File: src/pfrl_pkg.sv
// package for the fault response block: command codes, field layout,
// reset values and timing counts.
// assumes a 100 MHz core clock.
package pfrl_pkg;
   localparam logic [7:0] CMD_INT_OT_RESP = 8'hD6;
   localparam logic [7:0] CMD_UV_RESP = 8'hD7;
   localparam logic [7:0] CMD_TON_RESP = 8'hD8;
   localparam logic [7:0] RST_INT_OT_RESP = 8'hC0;
   localparam logic [7:0] RST_UV_RESP = 8'hB8;
   localparam logic [7:0] RST_TON_RESP = 8'hB8;
   localparam int RESP_HI = 7;
   localparam int RESP_LO = 6;
   localparam int RETRY_HI = 5;
   localparam int RETRY_LO = 3;
   localparam int DLY_HI = 2;
   localparam int DLY_LO = 0;
   localparam logic [1:0] RESP_IGNORE = 2'h0;
   localparam logic [1:0] RESP_DEGLITCH = 2'h1;
   localparam logic [1:0] RESP_SHUTDOWN = 2'h2;
   localparam logic [1:0] RESP_WHILE = 2'h3;
   localparam logic [2:0] RETRY_NONE = 3'h0;
   localparam logic [2:0] RETRY_CONT = 3'h7;
   localparam int CLK_MHZ = 100;
   localparam int TICK_US = 10;
   localparam int TICK_CYC = TICK_US * CLK_MHZ;
   typedef enum logic [1:0] {
      PFRL_ST_RUN = 2'b00,
      PFRL_ST_DGL = 2'b01,
      PFRL_ST_OFF = 2'b10,
      PFRL_ST_WAIT = 2'b11
   } pfrl_state_t;
endpackage

File: src/pfrl_tick.sv
// free-running tick generator, one pulse every period cycles.
// assumes sys_clk_in at the package rate.
module pfrl_tick #(
   parameter int PERIOD = pfrl_pkg::TICK_CYC
) (
   input wire logic sys_clk_in,
   input wire logic nrst_in,
   output logic tick_out
);
   logic [15:0] cnt_q, cnt_d;
   logic tick_q, tick_d;
   always_comb begin
      tick_d = (cnt_q == 16'(PERIOD - 1));
      cnt_d = tick_d ? 16'h0000 : cnt_q + 16'h0001;
   end
   always_ff @(posedge sys_clk_in) begin
      if (!nrst_in) begin
         cnt_q <= 16'h0000;
         tick_q <= 1'b0;
      end else begin
         cnt_q <= cnt_d;
         tick_q <= tick_d;
      end
   end
   assign tick_out = tick_q;
endmodule

File: src/pfrl_chan.sv
// per-source response sequencer: deglitch, shutdown, retry, sticky flag.
// assumes fault_in is synchronous and already masked where needed.
module pfrl_chan (
   input wire logic sys_clk_in,
   input wire logic nrst_in,
   input wire logic tick_in,
   input wire logic fault_in,
   input wire logic [7:0] setting_in,
   input wire logic enable_in,
   input wire logic clear_in,
   input wire logic retry_tick_in,
   output logic flag_out,
   output logic set_out,
   output logic off_out
);
   pfrl_pkg::pfrl_state_t st_q, st_d;
   logic [2:0] dly_q, dly_d;
   logic flag_q, flag_d;
   logic [1:0] resp;
   logic [2:0] retry;
   always_comb begin
      resp = setting_in[pfrl_pkg::RESP_HI:pfrl_pkg::RESP_LO];
      retry = setting_in[pfrl_pkg::RETRY_HI:pfrl_pkg::RETRY_LO];
      st_d = st_q;
      dly_d = dly_q;
      set_out = enable_in && fault_in && !flag_q;
      // set beats clear
      flag_d = set_out || (flag_q && !clear_in); // [RULE4] [RULE5]
      unique case (st_q)
         pfrl_pkg::PFRL_ST_RUN: begin
            dly_d = 3'h0;
            if (enable_in && fault_in) begin
               if (resp == pfrl_pkg::RESP_DEGLITCH) begin
                  st_d = pfrl_pkg::PFRL_ST_DGL; // [RULE2]
               end else if (resp == pfrl_pkg::RESP_SHUTDOWN) begin
                  st_d = pfrl_pkg::PFRL_ST_OFF; // [RULE3] [RULE14]
               end else if (resp == pfrl_pkg::RESP_WHILE) begin
                  st_d = pfrl_pkg::PFRL_ST_WAIT; // [RULE15]
               end
               // ignore code keeps regulating [RULE1]
            end
         end
         pfrl_pkg::PFRL_ST_DGL: begin
            if (!fault_in || !enable_in) begin
               st_d = pfrl_pkg::PFRL_ST_RUN; // restart count [RULE22]
            end else if (dly_q >= setting_in[pfrl_pkg::DLY_HI:0]) begin
               st_d = pfrl_pkg::PFRL_ST_OFF; // [RULE8]
            end else if (tick_in) begin
               dly_d = dly_q + 3'h1;
            end
         end
         pfrl_pkg::PFRL_ST_OFF: begin
            if (clear_in) begin
               st_d = pfrl_pkg::PFRL_ST_RUN; // [RULE6]
            end else if (retry == pfrl_pkg::RETRY_CONT && retry_tick_in) begin
               st_d = pfrl_pkg::PFRL_ST_RUN; // [RULE7] [RULE21]
            end
         end
         pfrl_pkg::PFRL_ST_WAIT: begin
            if (!fault_in) begin
               st_d = pfrl_pkg::PFRL_ST_RUN; // [RULE15]
            end
         end
      endcase
   end
   always_ff @(posedge sys_clk_in) begin
      if (!nrst_in) begin
         st_q <= pfrl_pkg::PFRL_ST_RUN;
         dly_q <= 3'h0;
         flag_q <= 1'b0;
      end else begin
         st_q <= st_d;
         dly_q <= dly_d;
         flag_q <= flag_d;
      end
   end
   assign flag_out = flag_q;
   assign off_out = (st_q == pfrl_pkg::PFRL_ST_OFF) ||
                    (st_q == pfrl_pkg::PFRL_ST_WAIT);
endmodule

File: src/pfrl_top.sv
// Functional notes
// RULE1: code 00 keeps regulating, no action
// RULE2: code 01 runs for delay, then retry
// RULE3: code 10 disables output, then retry field
// RULE4: always set fault flag and alert unless masked
// RULE5: flag sticky until clear, off-on, restore, reset
// RULE6: retry 000 stays off until cleared
// RULE7: continuous retry spaced by retry interval
// RULE8: delay field counts 10us steps
// RULE9: turn-on-time fault sets other, vout, ton flags
// RULE10: turn-on-time setting zero disables response
// RULE11: internal overtemp byte at 0xD6, default 0xC0
// RULE12: internal overtemp sets other, mfr, ot flags
// RULE13: internal overtemp rejects codes 00 and 01
// RULE14: internal overtemp code 10 disables immediately
// RULE15: internal overtemp code 11 off while present
// RULE16: internal overtemp accepts only retry 000
// RULE17: internal overtemp ignores delay field
// RULE18: overtemp flag clears on clear, off-on, bias
// RULE19: unsupported write flags fault, keeps setting
// RULE20: mask undervoltage while channel inactive
// RULE21: continuous retry encoded as 111
// RULE22: deglitch count restarts when fault drops
//
// top of the fault response logic: command writes/reads of the three
// settings, three sequencers and the status flags.
// assumes a decoded command port from the serial front end.
module pfrl_top #(
   parameter int TICK_PERIOD = pfrl_pkg::TICK_CYC
) (
   input wire logic sys_clk_in,
   input wire logic nrst_in,
   input wire logic cmd_wr_in,
   input wire logic cmd_rd_in,
   input wire logic [7:0] cmd_code_in,
   input wire logic [7:0] cmd_data_in,
   input wire logic clear_faults_in,
   input wire logic restore_user_in,
   input wire logic device_reset_command_in,
   input wire logic output_on_in,
   input wire logic channel_active_in,
   input wire logic retry_interval_tick_in,
   input wire logic alert_mask_in,
   input wire logic uv_fault_in,
   input wire logic ton_fault_in,
   input wire logic ot_fault_in,
   output logic [7:0] rd_data_out,
   output logic rd_valid_out,
   output logic cml_fault_out,
   output logic alert_out,
   output logic output_enable_out,
   output logic status_other_out,
   output logic status_word_vout_out,
   output logic status_word_mfr_out,
   output logic status_vout_uv_out,
   output logic status_vout_ton_out,
   output logic status_mfr_ot_out
);
   logic [7:0] uv_set_q, uv_set_d, ton_set_q, ton_set_d, ot_set_q, ot_set_d;
   logic [7:0] rd_q, rd_d;
   logic rdv_q, rdv_d, cml_q, cml_d, alert_q, alert_d, oen_q, oen_d;
   logic [5:0] stat_q, stat_d;
   logic on_q, on_d;
   logic tick, off_on, clr_all, clr_ot, uv_flt;
   logic uv_flag, ton_flag, ot_flag, uv_set, ton_set, ot_set;
   logic uv_off, ton_off, ot_off;
   logic [1:0] wr_resp;
   logic [2:0] wr_retry;
   logic bad_wr;

   pfrl_tick #(.PERIOD(TICK_PERIOD)) u_tick (
      .sys_clk_in(sys_clk_in),
      .nrst_in(nrst_in),
      .tick_out(tick)
   );

   always_comb begin
      off_on = output_on_in && !on_q;
      clr_ot = clear_faults_in || off_on; // [RULE18]
      clr_all = clr_ot || restore_user_in ||
                device_reset_command_in; // [RULE5]
      uv_flt = uv_fault_in && channel_active_in; // [RULE20]
   end

   pfrl_chan u_uv (
      .sys_clk_in(sys_clk_in),
      .nrst_in(nrst_in),
      .tick_in(tick),
      .fault_in(uv_flt),
      .setting_in(uv_set_q),
      .enable_in(1'b1),
      .clear_in(clr_all),
      .retry_tick_in(retry_interval_tick_in),
      .flag_out(uv_flag),
      .set_out(uv_set),
      .off_out(uv_off)
   );

   pfrl_chan u_ton (
      .sys_clk_in(sys_clk_in),
      .nrst_in(nrst_in),
      .tick_in(tick),
      .fault_in(ton_fault_in),
      .setting_in(ton_set_q),
      .enable_in(ton_set_q != 8'h00), // [RULE10]
      .clear_in(clr_all),
      .retry_tick_in(retry_interval_tick_in),
      .flag_out(ton_flag),
      .set_out(ton_set),
      .off_out(ton_off)
   );

   // overtemp has no retry and no delay, so those fields are masked off
   pfrl_chan u_ot (
      .sys_clk_in(sys_clk_in),
      .nrst_in(nrst_in),
      .tick_in(tick),
      .fault_in(ot_fault_in),
      .setting_in({ot_set_q[7:6], 6'h00}), // [RULE16] [RULE17]
      .enable_in(1'b1),
      .clear_in(clr_ot),
      .retry_tick_in(1'b0),
      .flag_out(ot_flag),
      .set_out(ot_set),
      .off_out(ot_off)
   );

   always_comb begin
      wr_resp = cmd_data_in[pfrl_pkg::RESP_HI:pfrl_pkg::RESP_LO];
      wr_retry = cmd_data_in[pfrl_pkg::RETRY_HI:pfrl_pkg::RETRY_LO];
      uv_set_d = uv_set_q;
      ton_set_d = ton_set_q;
      ot_set_d = ot_set_q;
      bad_wr = 1'b0;
      if (cmd_wr_in) begin
         unique case (cmd_code_in)
            pfrl_pkg::CMD_UV_RESP: begin
               bad_wr = (wr_resp == pfrl_pkg::RESP_WHILE) ||
                        (wr_retry != pfrl_pkg::RETRY_NONE &&
                         wr_retry != pfrl_pkg::RETRY_CONT);
               if (!bad_wr) begin
                  uv_set_d = cmd_data_in; // [RULE19]
               end
            end
            pfrl_pkg::CMD_TON_RESP: begin
               bad_wr = (wr_resp == pfrl_pkg::RESP_DEGLITCH) ||
                        (wr_resp == pfrl_pkg::RESP_WHILE) ||
                        (wr_retry != pfrl_pkg::RETRY_NONE &&
                         wr_retry != pfrl_pkg::RETRY_CONT);
               if (!bad_wr) begin
                  ton_set_d = cmd_data_in; // [RULE19]
               end
            end
            pfrl_pkg::CMD_INT_OT_RESP: begin
               bad_wr = (wr_resp == pfrl_pkg::RESP_IGNORE) ||
                        (wr_resp == pfrl_pkg::RESP_DEGLITCH) || // [RULE13]
                        (wr_retry != pfrl_pkg::RETRY_NONE); // [RULE16]
               if (!bad_wr) begin
                  ot_set_d = cmd_data_in; // [RULE19]
               end
            end
            default: bad_wr = 1'b0;
         endcase
      end
      // communication fault is sticky; a new bad write beats a clear
      cml_d = bad_wr || (cml_q && !clr_all);
      rdv_d = cmd_rd_in;
      rd_d = 8'h00;
      if (cmd_rd_in) begin
         unique case (cmd_code_in)
            pfrl_pkg::CMD_INT_OT_RESP: rd_d = ot_set_q; // [RULE11]
            pfrl_pkg::CMD_UV_RESP: rd_d = uv_set_q;
            pfrl_pkg::CMD_TON_RESP: rd_d = ton_set_q;
            default: rd_d = 8'h00;
         endcase
      end
   end

   always_comb begin
      // uv: other, vout word, uv; ton: other, vout word, ton [RULE9]
      // overtemp: other, mfr word, ot [RULE12]
      stat_d[0] = uv_flag || ton_flag || ot_flag || uv_set || ton_set ||
                  ot_set;
      stat_d[1] = uv_flag || ton_flag || uv_set || ton_set;
      stat_d[2] = ot_flag || ot_set;
      stat_d[3] = uv_flag || uv_set;
      stat_d[4] = ton_flag || ton_set;
      stat_d[5] = ot_flag || ot_set;
      alert_d = stat_d[0] && !alert_mask_in; // [RULE4]
      oen_d = output_on_in && !uv_off && !ton_off && !ot_off; // [RULE3]
      on_d = output_on_in;
   end

   always_ff @(posedge sys_clk_in) begin
      if (!nrst_in) begin
         uv_set_q <= pfrl_pkg::RST_UV_RESP;
         ton_set_q <= pfrl_pkg::RST_TON_RESP;
         ot_set_q <= pfrl_pkg::RST_INT_OT_RESP; // [RULE11]
         rd_q <= 8'h00;
         rdv_q <= 1'b0;
         cml_q <= 1'b0;
         alert_q <= 1'b0;
         oen_q <= 1'b0;
         stat_q <= 6'h00;
         on_q <= 1'b0;
      end else begin
         uv_set_q <= uv_set_d;
         ton_set_q <= ton_set_d;
         ot_set_q <= ot_set_d;
         rd_q <= rd_d;
         rdv_q <= rdv_d;
         cml_q <= cml_d;
         alert_q <= alert_d;
         oen_q <= oen_d;
         stat_q <= stat_d;
         on_q <= on_d;
      end
   end

   assign rd_data_out = rd_q;
   assign rd_valid_out = rdv_q;
   assign cml_fault_out = cml_q;
   assign alert_out = alert_q;
   assign output_enable_out = oen_q;
   assign status_other_out = stat_q[0];
   assign status_word_vout_out = stat_q[1];
   assign status_word_mfr_out = stat_q[2];
   assign status_vout_uv_out = stat_q[3];
   assign status_vout_ton_out = stat_q[4];
   assign status_mfr_ot_out = stat_q[5];
endmodule

File: config.mk
export PLATFORM = sky130hd
export DESIGN_NAME = pfrl_top
export DESIGN_NICKNAME = d
export VERILOG_FILES = /design/src/pfrl_pkg.sv /design/src/pfrl_tick.sv /design/src/pfrl_chan.sv /design/src/pfrl_top.sv
export SDC_FILE = /design/constraint.sdc
export NUM_CORES = 1
export LEC_CHECK = 0
export BUFFER_PORTS_ARGS = -buffer_cell sky130_fd_sc_hd__buf_2
export CAP_MARGIN = 5
export CORE_ASPECT_RATIO = 1.2
export CORE_MARGIN = 4
export CORE_UTILIZATION = 45
export CTS_CLUSTER_DIAMETER = 40
export DETAILED_ROUTE_END_ITERATION = 16
export GPL_ROUTABILITY_DRIVEN = 1
export PLACE_DENSITY = 0.65
export SETUP_SLACK_MARGIN = 0.3
export SYNTH_ARGS = -nofsm -noshare
export SYNTH_HDL_FRONTEND = slang
export SYNTH_HIERARCHICAL = 1
export SYNTH_SLANG_ARGS = --single-unit
File: constraint.sdc
create_clock -name sys_clk_in -period 5.6 [get_ports sys_clk_in]
set_clock_uncertainty 0.05 [all_clocks]
set_input_delay 1.12 -clock sys_clk_in [delete_from_list [all_inputs] [get_ports sys_clk_in]]
set_output_delay 1.12 -clock sys_clk_in [all_outputs]
set_load 0.01 [all_outputs]
==> flow_metrics.env <==
export IMPL_critical_path_max_fanout=38
export IMPL_syn_area_per_cell_um2=9.35
export IMPL_tightest_slew_ns=0.651
export IMPL_globalRouteMet2Util_pct=30.8
export IMPL_cts_hold_fix_buffers=0
export IMPL_required_ns=5.81
export IMPL_drt_iter0_markers=185
export IMPL_yosysMostFrequentCell="dfxtp_1"
export IMPL_cts_root_buf="clkbuf_8"
export IMPL_clk_path_buf_depth=2
export IMPL_clk_pin_slew_ns=0.08
export IMPL_grt_first_pass_wirelength_um=14200
export IMPL_slew_viol_final=0
export IMPL_hold_viol_final=0
export IMPL_worst_setup_path_start_kind="input port"
export IMPL_cts_htree_levels=3
export IMPL_post_route_cell_area_mm2=0.00438
export IMPL_cts_setup_buffers=0
export IMPL_fmax_ghz=0.411
export IMPL_r2r_end="u_ton/dly_q[2]"
export IMPL_leakage_nw=1.74
export IMPL_min_path_type="flop to flop"
export IMPL_clock_sinks=77
export IMPL_core_mm2=0.00824
export IMPL_num_rows=36
export IMPL_die_width_um=92.4
export IMPL_start_util_pct=46.6
export IMPL_busiest_layer="met2"
export IMPL_ys_ff_latch=77
export IMPL_yosys_top_cells_area="dfxtp_1 (40%), ha_1 (4.2%), nor2_1 (3.9%)"
export IMPL_io_pins=48
export IMPL_post_cts_resized=0
export IMPL_place_gp_congestion=0.849
export IMPL_grt_usage_pct=17.5
export IMPL_finalCritPeriodShare_pct=43.4
export IMPL_end_kind="flop"
export IMPL_vdd_drop_max_mv=0.137
export IMPL_yosys_area_share_simple_pct=26.1
export IMPL_grt_pass1_vias=3200
export IMPL_drt_wl_total_um=8260
export IMPL_rsz0062_at_grt="false"
export IMPL_outcome="finished, final reports clean"
export IMPL_drv_cap=0
export IMPL_tns_ns=0
export IMPL_syn_inst=411
export IMPL_async_flop_share_pct=0
export IMPL_r2r_slack_ns=3.59
export IMPL_use_met3_pct=4.62
export IMPL_cts_buffers=9
export IMPL_synthMuxAreaShare_pct=2.21
export IMPL_gr_total_overflow=0
export IMPL_worstSkewPairLatency_ns=0.36
export IMPL_crit_end="uv_set_q[3]"
export IMPL_drcViolationCount=0
export IMPL_cts_tree="yes"
export IMPL_vias_per_cell=5.48
export IMPL_die_h_um=109
export IMPL_antenna_cells=0
export IMPL_synthTopCellsByCount="dfxtp_1 (77), nor2_1 (40), inv_1 (27), o21ai_0 (19), nand3_1 (18)"
export IMPL_setup_ws_ns=3.17
export IMPL_dp_hpwl_um=6120
export IMPL_use_met1_pct=19.9
export IMPL_yosysSeqAreaShare_pct=40.1
export IMPL_yosysWarnings=6
export IMPL_synth_compound_area_share_pct=18.9
export IMPL_synth_edf_count=0
export IMPL_rr_startpoint="ton_set_q[2]"
export IMPL_synth_top_cell_area_share_pct=40.1
export IMPL_first_pass_iters=4
export IMPL_synthToLayoutAreaGrowth_pct=14.0
export IMPL_dpl_cell_area_mm2=0.00416
export IMPL_synth_fa_ha_area_share_pct=4.23
export IMPL_num_nets_final=508
export IMPL_synth_top_family_by_area="simple AND/OR/NAND/NOR gates"
export IMPL_setup_violations=0
export IMPL_drive_above_1_share_pct=22.1
export IMPL_place_ws_ns=2.78
export IMPL_antenna_found_initial=0
export IMPL_synth_top_area_cell="dfxtp_1"
export IMPL_cp_arrival_ns=2.64
export IMPL_ant_nets=0
export IMPL_synth_flop_cell="dfxtp_1"
export IMPL_r2r_cells=6
export IMPL_io_buffers=47
export IMPL_ys_types=65
export IMPL_grt_max_degree=39
export IMPL_wl_per_cell_um=14.1
export IMPL_slew_headroom_pct=56.6
export IMPL_crit_start="nrst_in"
export IMPL_vias=3202
export IMPL_crit_type="input port to flop"
export IMPL_final_util_pct=53.2
export IMPL_syn_area_mm2=0.00384
export IMPL_dieArea_mm2=0.0101
export IMPL_finalCriticalPeriod_ns=2.43
export IMPL_synthXorXnorAreaFrac_pct=2.73
export IMPL_p_per_area_mw_per_mm2=253
==> cells by family (layout without fill, tap and decap cells) <==
group,Yosys count,count (layout)
fa+ha+maj,13,13
mux,7,7
flops,77,77
simple gates,165,165
other cells,2,13
compound gates,92,92
buf+inv,43,91
xor+xnor,12,12
==> layout make-up <==
cell class / count / area [um2]
sequential: 77 / 1540
clock inverter: 7 / 97.6
tap: 114 / 143
fill: 791 / 3860
clock buffer: 9 / 124
inverter: 27 / 101
multi-input combinational: 302 / 2130
timing repair buffer: 48 / 243
==> critical path, cell delays in order <==
cell	delay (ns)
buf_2	0.51
inv_1	0.47
a41o_1	0.36
a21o_1	0.16
==> stage by stage <==
step	hold slack (ns)	power, mW	std cells
final	0.427	1.11	584
after global routing	0.464	1.15	584
after CTS	0.425	1.12	584
after detailed placement	0.408	0.656	568
after global placement	0.386	0.654	568
after floorplan	0.377	0.626	422
==> state kept, by name, summed over array words and instances (netlist names), 2 cells and up <==
name          flops
ot_set_q          8
u_tick/cnt_q     16
u_ot/st_q         2
u_ot/dly_q        3
u_ton/dly_q       3
ton_set_q         8
u_ton/st_q        2
uv_set_q          8
u_uv/dly_q        3
stat_q            5
rd_data_out       8
u_uv/st_q         2
==> cells in the final DEF, fill, tap and decap left out, drive strengths merged, types with 8 or more instances in the layout <==
master / n
nand2: 12
a21o: 13
and3: 8
dfxtp: 77
nand3: 22
ha: 13
nor2b: 10
nor2: 50
buf: 48
a21oi: 16
o21ai: 20
clkbuf: 9
conb: 13
xnor2: 9
nand4: 14
a222oi: 8
inv: 28
==> how the worst min path moves through the flow <==
stage / start / to / depth (start not counted) / slack [ns]
floorplan: u_tick/cnt_q[0] / u_tick/cnt_q[0] / 1 / 0.38
global placement: u_tick/cnt_q[0] / u_tick/cnt_q[0] / 1 / 0.39
detailed placement: u_tick/cnt_q[0] / u_tick/cnt_q[0] / 1 / 0.41
CTS: u_tick/cnt_q[0] / u_tick/cnt_q[0] / 1 / 0.43
global route: ot_set_q[5] / ot_set_q[5] / 1 / 0.46
finish: u_tick/cnt_q[0] / u_tick/cnt_q[0] / 1 / 0.43
==> power breakdown <==
part	switching, mW	total [mW]	internal (mW)
logic	0.0458	0.0774	0.0316
registers	0.00888	0.565	0.557
clock network	0.212	0.464	0.252
==> layer usage <==
layer / routed length, um / share of wire, % / up-vias
met1: 3570 / 43 / 1520
met3: 380 / 4.6 / 9
met2: 4180 / 51 / 76
met5: 0 / 0 / -
met4: 133 / 1.6 / 0
li1: - / - / 1597
Power figures use the tool's default switching activity.
